--- src/common/pfc_pkg.sv ---
// Shared constants and carrier types for the pad function configuration block.
// Assumes a 32-bit Avalon-MM register slave with byte addresses and 12 port pins.
`default_nettype none

package pfc_pkg;

  // ==========================================================================
  // Sizes
  // ==========================================================================
  localparam int NPINS  = 12;
  localparam int ADDR_W = 8;
  localparam int DATA_W = 32;

  // ==========================================================================
  // Register map (byte addresses, one aligned word each)
  // ==========================================================================
  localparam logic [7:0] CFG_BASE_OFS  = 8'h00;  // Pin n config at CFG_BASE_OFS + 4*n
  localparam logic [7:0] DIR_OFS       = 8'h30;  // Port direction, bit n for pin n
  localparam logic [7:0] PIN_STATE_OFS = 8'h34;  // Synchronised pin levels, read only
  localparam logic [3:0] BE_FULL       = 4'hF;

  // ==========================================================================
  // Pin classes
  // ==========================================================================
  localparam logic [NPINS-1:0] BUS_PAD_MASK = 12'h030;  // bus_pad_a, bus_pad_b
  localparam logic [NPINS-1:0] HD_PAD_MASK  = 12'hC88;  // high_drive_pad_a..d

  // ==========================================================================
  // Field encodings
  // ==========================================================================
  localparam logic [2:0] FUNCTION_SELECT_GPIO = 3'h0;
  localparam logic [1:0] MODE_NONE = 2'h0;
  localparam logic [1:0] MODE_PD   = 2'h1;
  localparam logic [1:0] MODE_PU   = 2'h2;
  localparam logic [1:0] MODE_RPT  = 2'h3;

  // Pin configuration word, LSB last
  typedef struct packed {
    logic [14:0] rsvd;               // Reads as zero
    logic [3:0]  sink_current_high;  // Sink level while driving high
    logic [3:0]  sink_current_low;   // Sink level while driving low
    logic        analog_sink;        // 1: analog current sink mode
    logic        bus_plain_od;       // 1: plain open-drain, no glitch filter
    logic        hyst_en;            // Input hysteresis
    logic        input_mode;         // Input mode select
    logic [1:0]  mode;               // Resistor mode
    logic [2:0]  function_select;    // 0: GPIO, else peripheral
  } pfc_cfg_t;

  localparam logic [31:0] CFG_WMASK = 32'h0001FFFF;
  localparam pfc_cfg_t    CFG_RESET = '0;
  localparam logic [NPINS-1:0] DIR_RESET = 12'h000;

  // Electrical controls of one pad
  typedef struct packed {
    logic       out;
    logic       oe;
    logic       pu_en;
    logic       pd_en;
    logic       hyst_en;
    logic       input_mode;
    logic       filt_en;
    logic       analog;
    logic [3:0] sink_code;
  } pfc_pad_t;

endpackage

`default_nettype wire

--- src/hw/pfc_top.sv ---
// Pad function configuration: per-pin function, direction source, resistor,
// bus-pad and high-drive controls behind an Avalon-MM register slave.
// Assumes pad_in is asynchronous; GPIO and peripheral signals share clk.
//
// How it works
// - Function code zero selects GPIO, else peripheral.
// - GPIO pins take direction from port_direction.
// - Peripheral pins take direction from the peripheral.
// - Resistor mode: pull-up, pull-down, none, repeater.
// - Reset leaves every pin without pull resistors.
// - Repeater pulls toward the pin's current level.
// - Repeater retention dropped during deep power-down.
// - Bus pads under a peripheral: filtered open-drain or plain open-drain.
// - High-drive pads: digital or analog sink current.
// - Each pin holds input mode and hysteresis.
//
// Chosen here: the Avalon-MM register port and the register offsets.
`timescale 1ns/1ps
`default_nettype none

module pfc_top (
  // Clock and reset
  input  wire logic                          clk,
  input  wire logic                          reset,
  // Avalon-MM slave
  input  wire logic [pfc_pkg::ADDR_W-1:0]    avs_address,
  input  wire logic                          avs_read,
  input  wire logic                          avs_write,
  input  wire logic [pfc_pkg::DATA_W-1:0]    avs_writedata,
  input  wire logic [3:0]                    avs_byteenable,
  output logic      [pfc_pkg::DATA_W-1:0]    avs_readdata,
  output logic                               avs_waitrequest,
  // GPIO port and peripherals
  input  wire logic [pfc_pkg::NPINS-1:0]     gpio_out,
  output logic      [pfc_pkg::NPINS-1:0]     gpio_in,
  input  wire logic [pfc_pkg::NPINS-1:0]     periph_out,
  input  wire logic [pfc_pkg::NPINS-1:0]     periph_oe,
  output logic      [pfc_pkg::NPINS-1:0]     periph_in,
  // Power state from the power manager
  input  wire logic                          deep_pd,
  // Pads
  input  wire logic [pfc_pkg::NPINS-1:0]     pad_in,
  output var pfc_pkg::pfc_pad_t [pfc_pkg::NPINS-1:0] pad_ctl
);

  // ==========================================================================
  // Decode helpers
  // ==========================================================================
  function automatic logic pfc_is_gpio(input logic [2:0] fs);
    pfc_is_gpio = (fs == pfc_pkg::FUNCTION_SELECT_GPIO);
  endfunction

  function automatic logic pfc_cfg_hit(input logic [pfc_pkg::ADDR_W-1:0] a, input int n);
    pfc_cfg_hit = (a[7:2] == 6'(pfc_pkg::CFG_BASE_OFS[7:2] + 6'(n)));
  endfunction

  // ==========================================================================
  // State
  // ==========================================================================
  pfc_pkg::pfc_cfg_t [pfc_pkg::NPINS-1:0] cfg_q;
  logic [pfc_pkg::NPINS-1:0]              port_direction_q;
  logic [pfc_pkg::NPINS-1:0]              sync1_q;
  logic [pfc_pkg::NPINS-1:0]              sync2_q;
  logic [pfc_pkg::NPINS-1:0]              prev_q;
  logic [pfc_pkg::NPINS-1:0]              filt_q;
  logic [pfc_pkg::DATA_W-1:0]             rdata_d;
  pfc_pkg::pfc_pad_t [pfc_pkg::NPINS-1:0] pad_d;
  logic [pfc_pkg::NPINS-1:0]              gpio_in_d;
  logic [pfc_pkg::NPINS-1:0]              periph_in_d;
  logic                                   wr_fire;
  logic                                   full_word;
  pfc_pkg::pfc_cfg_t                      wdata_cfg;

  // Transfer completes at the edge where waitrequest is already low
  assign full_word = (avs_byteenable == pfc_pkg::BE_FULL);
  assign wr_fire   = avs_write && !avs_waitrequest && full_word;
  // Write data seen as a config word, so checks name fields, not bit positions
  assign wdata_cfg = pfc_pkg::pfc_cfg_t'(avs_writedata);

  // ==========================================================================
  // Bus handshake
  // ==========================================================================
  // One wait state on every access keeps readdata a plain register
  always_ff @(posedge clk or posedge reset) begin
    if (reset) begin
      avs_waitrequest <= 1'b1;
    end else begin
      avs_waitrequest <= !((avs_read || avs_write) && avs_waitrequest);
    end
  end

  // Read mux, captured during the wait cycle; unmapped reads return zero
  always_comb begin
    rdata_d = '0;
    for (int n = 0; n < pfc_pkg::NPINS; n++) begin
      if (pfc_cfg_hit(avs_address, n)) begin
        rdata_d = cfg_q[n];
      end
    end
    if (avs_address[7:2] == pfc_pkg::DIR_OFS[7:2]) begin
      rdata_d = 32'(port_direction_q);
    end
    if (avs_address[7:2] == pfc_pkg::PIN_STATE_OFS[7:2]) begin
      rdata_d = 32'(sync2_q);
    end
  end

  always_ff @(posedge clk or posedge reset) begin
    if (reset) begin
      avs_readdata <= '0;
    end else if (avs_read && avs_waitrequest) begin
      avs_readdata <= rdata_d;
    end
  end

  // ==========================================================================
  // Configuration registers
  // ==========================================================================
  // Partial-word writes are dropped: the register file only supports words
  always_ff @(posedge clk or posedge reset) begin
    if (reset) begin
      for (int n = 0; n < pfc_pkg::NPINS; n++) begin
        cfg_q[n] <= pfc_pkg::CFG_RESET;
      end
    end else if (wr_fire) begin
      for (int n = 0; n < pfc_pkg::NPINS; n++) begin
        if (pfc_cfg_hit(avs_address, n)) begin
          cfg_q[n] <= pfc_pkg::pfc_cfg_t'(avs_writedata & pfc_pkg::CFG_WMASK);
        end
      end
    end
  end

  always_ff @(posedge clk or posedge reset) begin
    if (reset) begin
      port_direction_q <= pfc_pkg::DIR_RESET;
    end else if (wr_fire && avs_address[7:2] == pfc_pkg::DIR_OFS[7:2]) begin
      port_direction_q <= avs_writedata[pfc_pkg::NPINS-1:0];
    end
  end

  // ==========================================================================
  // Pad input synchroniser and bus-pad glitch filter
  // ==========================================================================
  // Filter passes a level only after two equal samples; costs two cycles
  always_ff @(posedge clk or posedge reset) begin
    if (reset) begin
      sync1_q <= '0;
      sync2_q <= '0;
      prev_q  <= '0;
      filt_q  <= '0;
    end else begin
      sync1_q <= pad_in;
      sync2_q <= sync1_q;
      prev_q  <= sync2_q;
      filt_q  <= (sync2_q & prev_q) | (filt_q & (sync2_q | prev_q));
    end
  end

  // ==========================================================================
  // Per-pin pad control
  // ==========================================================================
  for (genvar i = 0; i < pfc_pkg::NPINS; i++) begin : g_pin
    logic gpio_sel;
    logic drive;
    logic is_bus;
    logic is_hd;
    logic filt_on;

    assign gpio_sel = pfc_is_gpio(cfg_q[i].function_select);
    assign is_bus   = pfc_pkg::BUS_PAD_MASK[i];
    assign is_hd    = pfc_pkg::HD_PAD_MASK[i];
    assign drive    = gpio_sel ? gpio_out[i] : periph_out[i];
    assign filt_on  = is_bus && !gpio_sel && !cfg_q[i].bus_plain_od;

    always_comb begin
      pad_d[i]            = '0;
      pad_d[i].hyst_en    = cfg_q[i].hyst_en;
      pad_d[i].input_mode = cfg_q[i].input_mode;
      if (gpio_sel) begin
        pad_d[i].oe  = port_direction_q[i];
        pad_d[i].out = drive;
      end else if (is_bus) begin
        // Both bus modes drive low only, the line floats high otherwise
        pad_d[i].oe      = periph_oe[i] && !periph_out[i];
        pad_d[i].out     = 1'b0;
        pad_d[i].filt_en = filt_on;
      end else begin
        pad_d[i].oe  = periph_oe[i];
        pad_d[i].out = drive;
      end
      // Analog sink picks the current level from the driven value
      if (is_hd && cfg_q[i].analog_sink) begin
        pad_d[i].analog    = 1'b1;
        pad_d[i].sink_code = drive ? cfg_q[i].sink_current_high
                                   : cfg_q[i].sink_current_low;
      end
      case (cfg_q[i].mode)
        pfc_pkg::MODE_PU: begin
          pad_d[i].pu_en = 1'b1;
        end
        pfc_pkg::MODE_PD: begin
          pad_d[i].pd_en = 1'b1;
        end
        pfc_pkg::MODE_RPT: begin
          // Keeper cannot be trusted once the core is unpowered
          pad_d[i].pu_en = !deep_pd && sync2_q[i];
          pad_d[i].pd_en = !deep_pd && !sync2_q[i];
        end
        default: begin
          pad_d[i].pu_en = 1'b0;
        end
      endcase
    end

    assign gpio_in_d[i]   = sync2_q[i];
    assign periph_in_d[i] = filt_on ? filt_q[i] : sync2_q[i];

    // ------------------------------------------------------------------------
    // Checks
    // ------------------------------------------------------------------------
    property p_gpio_dir;
      @(posedge clk) disable iff (reset)
      pfc_is_gpio(cfg_q[i].function_select) |=> pad_ctl[i].oe == $past(port_direction_q[i]);
    endproperty
    a_gpio_dir: assert property (p_gpio_dir) else $error("GPIO pin ignores direction");

    property p_function_select_route;
      @(posedge clk) disable iff (reset)
      (!pfc_is_gpio(cfg_q[i].function_select) && !is_bus)
        |=> pad_ctl[i].oe == $past(periph_oe[i]) && pad_ctl[i].out == $past(periph_out[i]);
    endproperty
    a_function_select_route: assert property (p_function_select_route) else $error("Peripheral not routed");

    property p_periph_dir;
      @(posedge clk) disable iff (reset)
      (!pfc_is_gpio(cfg_q[i].function_select) && !is_bus && $changed(port_direction_q[i]))
        |=> pad_ctl[i].oe == $past(periph_oe[i]);
    endproperty
    a_periph_dir: assert property (p_periph_dir) else $error("Direction leaks to peripheral");

    property p_no_pull;
      @(posedge clk) disable iff (reset)
      cfg_q[i].mode == pfc_pkg::MODE_NONE |=> !pad_ctl[i].pu_en && !pad_ctl[i].pd_en;
    endproperty
    a_no_pull: assert property (p_no_pull) else $error("Pull active in none mode");

    property p_reset_pull;
      @(posedge clk) $fell(reset) |-> !pad_ctl[i].pu_en && !pad_ctl[i].pd_en;
    endproperty
    a_reset_pull: assert property (p_reset_pull) else $error("Pull active after reset");

    property p_repeater;
      @(posedge clk) disable iff (reset)
      (cfg_q[i].mode == pfc_pkg::MODE_RPT && !deep_pd)
        |=> pad_ctl[i].pu_en == $past(sync2_q[i]) && pad_ctl[i].pd_en == !$past(sync2_q[i]);
    endproperty
    a_repeater: assert property (p_repeater) else $error("Repeater level wrong");

    property p_deep_pd;
      @(posedge clk) disable iff (reset)
      (cfg_q[i].mode == pfc_pkg::MODE_RPT && deep_pd) |=> !pad_ctl[i].pu_en && !pad_ctl[i].pd_en;
    endproperty
    a_deep_pd: assert property (p_deep_pd) else $error("Keeper on in deep power-down");

    property p_bus_od;
      @(posedge clk) disable iff (reset)
      (is_bus && !pfc_is_gpio(cfg_q[i].function_select))
        |=> !pad_ctl[i].out && pad_ctl[i].filt_en == !$past(cfg_q[i].bus_plain_od);
    endproperty
    a_bus_od: assert property (p_bus_od) else $error("Bus pad not open-drain");

    property p_sink;
      @(posedge clk) disable iff (reset)
      (is_hd && cfg_q[i].analog_sink && drive)
        |=> pad_ctl[i].analog && pad_ctl[i].sink_code == $past(cfg_q[i].sink_current_high);
    endproperty
    a_sink: assert property (p_sink) else $error("Sink current not high level");

    property p_hyst;
      @(posedge clk) disable iff (reset)
      1'b1 |=> pad_ctl[i].hyst_en == $past(cfg_q[i].hyst_en)
               && pad_ctl[i].input_mode == $past(cfg_q[i].input_mode);
    endproperty
    a_hyst: assert property (p_hyst) else $error("Input settings not applied");

    property p_write_effect;
      @(posedge clk) disable iff (reset)
      (wr_fire && pfc_cfg_hit(avs_address, i))
        |=> ##1 pad_ctl[i].hyst_en == $past(wdata_cfg.hyst_en, 2);
    endproperty
    a_write_effect: assert property (p_write_effect) else $error("Write not on pad");

    property p_sink_low;
      @(posedge clk) disable iff (reset)
      (is_hd && cfg_q[i].analog_sink && !drive)
        |=> pad_ctl[i].analog && pad_ctl[i].sink_code == $past(cfg_q[i].sink_current_low);
    endproperty
    a_sink_low: assert property (p_sink_low) else $error("Sink current not low level");

    property p_plain_in;
      @(posedge clk) disable iff (reset)
      (is_bus && !pfc_is_gpio(cfg_q[i].function_select) && cfg_q[i].bus_plain_od)
        |=> periph_in[i] == $past(sync2_q[i]);
    endproperty
    a_plain_in: assert property (p_plain_in) else $error("Plain bus input filtered");

    property p_part_drop;
      @(posedge clk) disable iff (reset)
      (avs_write && !avs_waitrequest && !full_word) |=> $stable(cfg_q[i]);
    endproperty
    a_part_drop: assert property (p_part_drop) else $error("Partial write stored");
  end

  // ==========================================================================
  // Registered outputs
  // ==========================================================================
  always_ff @(posedge clk or posedge reset) begin
    if (reset) begin
      pad_ctl   <= '0;
      gpio_in   <= '0;
      periph_in <= '0;
    end else begin
      pad_ctl   <= pad_d;
      gpio_in   <= gpio_in_d;
      periph_in <= periph_in_d;
    end
  end

  // Bus answers one cycle after the request is seen
  property p_wait;
    @(posedge clk) disable iff (reset)
    (avs_read || avs_write) && avs_waitrequest |=> !avs_waitrequest;
  endproperty
  a_wait: assert property (p_wait) else $error("Waitrequest not released");

endmodule

`default_nettype wire

--- config.mk ---
export PLATFORM = sky130hd
export DESIGN_NAME = pfc_top
export DESIGN_NICKNAME = d
export VERILOG_FILES = /design/src/common/pfc_pkg.sv /design/src/hw/pfc_top.sv
export SDC_FILE = /design/constraint.sdc
export NUM_CORES = 1
export LEC_CHECK = 0
export BUFFER_PORTS_ARGS = -buffer_cell sky130_fd_sc_hd__buf_2
export CAP_MARGIN = 20
export CORE_ASPECT_RATIO = 1.1
export CORE_UTILIZATION = 57
export CTS_CLUSTER_SIZE = 24
export DETAILED_ROUTE_END_ITERATION = 12
export PLACE_DENSITY_LB_ADDON = 0.2
export SYNTH_ARGS = -nofsm -noshare
export SYNTH_HDL_FRONTEND = slang
export SYNTH_SLANG_ARGS = --single-unit
--- constraint.sdc ---
create_clock -name clk -period 40.8 [get_ports clk]
set_input_delay 8.16 -clock clk [delete_from_list [all_inputs] [get_ports clk]]
set_output_delay 8.16 -clock clk [all_outputs]
set_load 0.1 [all_outputs]
# [Word-level counts from Yosys, hierarchy flattened]
# Index checks and enable logic that the tools add are counted.
[op_classes] mux=72 bitwise_logic=4 n_eq_ne=50 reduce_logical=80
[ops] operator="2-to-1 mux 17 bit" count=14
[ops] operator="== test 2 bit, second input constant" count=24
[ops] operator="one-hot mux 1 bit (2 select lines)" count=24
[ops] operator="== test 6 x 4 -> 1 bit, second input constant" count=6
[ops] operator="logical NOT 3 bit" count=12
[ops] operator="logical AND 1 bit" count=33
[ops] operator="AND 12 bit" count=2
[ops] operator="== test 2 x 1 -> 1 bit, second input constant" count=12
[ops] operator="== test 6 x 3 -> 1 bit, second input constant" count=4
[ops] operator="2-to-1 mux 1 bit" count=24
[ops] operator="bitwise OR 12 bit" count=2
[ops] operator="AND reduction 2 bit" count=12
[ops] operator="logical NOT 1 bit" count=21
[ops] operator="2-to-1 mux 5 bit" count=4
[ops] operator="2-to-1 mux 4 bit" count=4
[ops] operator="== test 6 x 2 -> 1 bit, second input constant" count=2
[ops] operator="== test 6 x 1 -> 1 bit, second input constant" count=1
[ops] operator="logical NOT 6 bit" count=1
[ops] operator="== test 4 bit, second input constant" count=1
[ops] operator="2-to-1 mux 2 bit" count=2
[ops] operator="logical OR 1 bit" count=1
[totals] register_bits=403 output_inout_bits=201 word_cells=392

# [Depth between registers and ports, before layout]
[logic_depth] ltp_word=15 depth_mapped=9

# [Least setup slack after synthesis]
# OpenSTA, ideal clock, no wires.
[synth_path] path_type="input-to-reg" startpoint="in avs_byteenable[1]" endpoint="reg cfg_q[0] in the netlist's numbering" slack_ns=30.933 stages=7 n_path_buf=2 required_time_ns=40.672 arrival_ns=9.739 setup_time_ns=0.128 path_cell_list="and4b_1 > nand3_4 > nand2b_1 > buf_2 > nor3_4 > buf_6 > mux2_1"
[synth_via] elab_chain_len=3
[synth_rtl] item="start: declaration" line="pfc_top.sv:30" source="input wire logic [3:0] avs_byteenable,"
[synth_rtl] item="== test 4 bit" line="pfc_top.sv:75" source="assign full_word = (avs_byteenable == pfc_pkg::BE_FULL);"
[synth_rtl] item="logical AND 1 bit" line="pfc_top.sv:76" source="assign wr_fire = avs_write && !avs_waitrequest && full_word;"
[synth_rtl] item="AND reduction 2 bit (no line)"
[synth_rtl] item="end signal: indexed assignment" line="pfc_top.sv:123" source="cfg_q[n] <= pfc_pkg::CFG_RESET;"
[synth_rtl] item="end signal: indexed assignment" line="pfc_top.sv:128" source="cfg_q[n] <= pfc_pkg::pfc_cfg_t'(avs_writedata & pfc_pkg::CFG_WMASK);"
[synth_rtl] item="end: declaration" line="pfc_top.sv:60" source="pfc_pkg::pfc_cfg_t [pfc_pkg::NPINS-1:0] cfg_q;"
# Every way passes these cells.
# A chain may end at the register's enable or synchronous reset.

# [Final worst setup path]
[layout_path] startpoint="in avs_address[3] in the netlist's numbering" endpoint="reg cfg_q[333] in the netlist's numbering"
[layout_via] elab_chain_len=2
[layout_rtl] item="start: declaration" line="pfc_top.sv:26" source="input wire logic [pfc_pkg::ADDR_W-1:0] avs_address,"
[layout_rtl] item="== test 6 x 4 -> 1 bit" line="pfc_top.sv:54" source="pfc_cfg_hit = (a[7:2] == 6'(pfc_pkg::CFG_BASE_OFS[7:2] + 6'(n)));"
[layout_rtl] item="AND reduction 2 bit (no line)"
# Every way passes these cells.

==> summary.txt <==
Run status
  – Status: finished clean

Placed design
  – Gpl congestion: 0.839
  – Placed cell areas: 0.0168 mm²
  – PortBufs: 215
  – HPWL Detailed: about 26 mm

Finish
  – # nets final: around 1400
  – Ratio of cells with drive above 1 in the final layout: 0.429
  – Area growth from synthesis to layout: 15.5%
  – Design area: approximately 0.018 mm²

Global routing
  – Gr usage total: 0.286
  – Largest net degree at the start of global routing: about 140
  – Leftover overflow at the end of global routing: 0
  – First-pass GRT wire length: 61.0 mm
  – Number of global-route vias before repair: around 10000
  – Initial antenna violation count: 2

Clock network
  – Post-CTS Resized: 0
  – Total CTS buffers: 37
  – Worst skew pair latency: roughly 0.52 ns
  – # hold bufs at CTS: 0
  – # Post-CTS Setup Buffers: 0
  – Clk sinks: 368
  – Worst-path clk slew: 0.06 ns
  – Bufs on Longest Clock Path: 3
  – CTS tree: built
  – H-tree level count: 2
  – CTS Root Buffer Type: clkbuf_16

Detailed routing
  – Final WL: about 39 mm
  – Via count: 9982
  – Vias per inst: 5.83
  – First-pass DRT Iterations: 5
  – Drt wl/cell: 23.0 µm
  – Post-route DRC violation count: 0
  – Post-DRT Antenna Nets: 0
  – Drt initial violations: ~760

Worst setup path
  – Crit path DAT: 11.20 ns
  – Crit path from: avs_address[3]
  – Cells on worst reg2reg path: 4
  – Critical path required time: a little over 40 ns
  – Crit Path Class: input pin to register
  – CP Max Fanout: 59
  – R2R Setup Slk: roughly 38 ns
  – CP endpoint kind: register
  – Crit path launch type: input pin
  – Worst r2r src: avs_waitrequest

Min path
  – Hold Crit Depth: 0
  – Worst hold path class: register to register
  – Hold path startpoint: sync1_q[11]

Timing
  – TNS Setup: 0 ns
  – Fin crit share: 0.265
  – Min cycle time layout: 10.80 ns
  – FMAX: 92.6 MHz
  – Layout Skew: 0.00781 ns
  – Slew margin rel.: 0.261
  – Final hold vios: 0
  – Max-slew violations: 0
  – Finish-stage setup viols: 0
  – RSZ-0062 raised after global routing: false
  – Worst Tran Pin Value: 1.11 ns

Power
  – PD cells: roughly 47 mW/mm²
  – VDD IR max: 0.0325 mV
  – Leakage Power: 9.22 nW

Logic synthesis
  – Ys async rst share: 1.00
  – Main synth FF type: dfrtp_1
  – Post-Syn Area: 0.0158 mm²
  – Yosys cell types: just over 60
  – Sequential-to-total area share from yosys stat: 0.585
  – Post-synthesis register bit count: 368
  – Mean Syn Cell Area: 14.0 µm²
  – Post-synth EDFFs: 0
  – Warnings from Yosys: 0
  – Synth Instances: 1129

Die
  – Die Footprint: 0.0283 mm²
  – Die Span Y: 176 µm
  – Die width: 161 µm
  – Starting Density: 0.583
  – Core Area: 0.0270 mm²
  – I/O pin cnt: 298
  – Row cnt: 63

Flow run
  – Max Cap Viol: 0
==> synth_stat cells, types with 13 or more instances <==
cell type / n / area (µm²)
dfrtp_1: 367 / 9180
mux2_2: 240 / 2700
buf_4: 79 / 593
o21ai_0: 40 / 200
clkbuf_1: 34 / 128
mux2i_1: 32 / 320
buf_2: 28 / 140
nand2_1: 26 / 97.6
mux4_2: 22 / 495
nor2b_1: 22 / 138
nand2b_1: 20 / 125
a221oi_1: 19 / 166
nor2_1: 18 / 67.6
and2_1: 17 / 106
o22ai_1: 15 / 93.8
nor3_1: 14 / 70.1
a21boi_0: 13 / 97.6
a21oi_1: 13 / 65.1
==> critical path, stage by stage <==
cell and delay (ns):
buf_2 0.07, buf_4 0.62, nor2b_1 0.91, nand2_1 0.28, nor2_2 0.34, buf_4 0.37
mux2_2 0.38
==> layout by cell type (no fill, tap or decap), drive strengths merged, types with 22 or more instances in the layout <==
cell,count
nor2b,22
nor2,24
conb,65
mux2,250
o21ai,41
mux4,22
clkbuf,57
mux2i,32
dfrtp,367
buf,236
nand2,26
==> final timing paths <==
check,to
min in group asynchronous,periph_in[5]
min,gpio_in_d[11]
max in group asynchronous,cfg_q[366]
max,cfg_q[333]
min reg2reg,gpio_in_d[11]
max reg2reg,avs_readdata[4]
==> per-layer routing <==
metal,wire [µm],track usage,up-vias
li1,-,-,4321
met2,18900,0.459,414
met1,16600,0.396,5167
met5,0,0,-
met3,2570,0.0526,80
met4,1160,0.0972,0
==> power breakdown <==
part | switching, mW | internal [mW]
Clock | 0.140 | 0.227
Combinational | 0.0884 | 0.0161
Sequential | 0.00465 | 0.372
==> logic make-up after synthesis <==
group | Yosys count | share of synthesized area
other cells | 1 | 0.000238
simple gates | 148 | 0.0583
fa+ha+maj | 2 | 0.00127
flops | 368 | 0.585
buf+inv | 152 | 0.0577
mux | 304 | 0.231
compound gates | 154 | 0.0673
==> area by class of cell <==
| type | instances | area [µm²] |
|---|---|---|
| well taps | 357 | 447 |
| inverters | 9 | 41.3 |
| clock inverters | 10 | 181 |
| flip-flops and latches | 368 | 9210 |
| clock buffers | 57 | 1150 |
| repair buffers | 236 | 1270 |
| diodes | 2 | 5.00 |
| multi-input cells | 673 | 5890 |
| fillers | 1969 | 8840 |
==> stage by stage <==
step	cells	setup WS [ns]	total power, mW	hold WS [ns]	utilization
6_report	1712	30.00	0.848	0.348	0.673
5_1_grt	1710	29.90	0.871	0.352	0.673
4_1_cts	1706	30.13	0.853	0.349	0.670
3_5_place_dp	1639	29.58	0.488	0.335	0.621
3_3_place_gp	1638	29.65	0.487	0.333	0.621
2_1_floorplan	1193	22.42	0.473	0.331	-
==> sequential cells by signal (all words and copies together), names as in the netlist <==
signal	cells
avs_waitrequest	1
pad_ctl	94
port_direction_q	12
gpio_in	3
avs_readdata	17
filt_q	2
cfg_q	204
gpio_in_d	12
periph_in	11
sync1_q	12
Power figures use the tool's default switching activity.
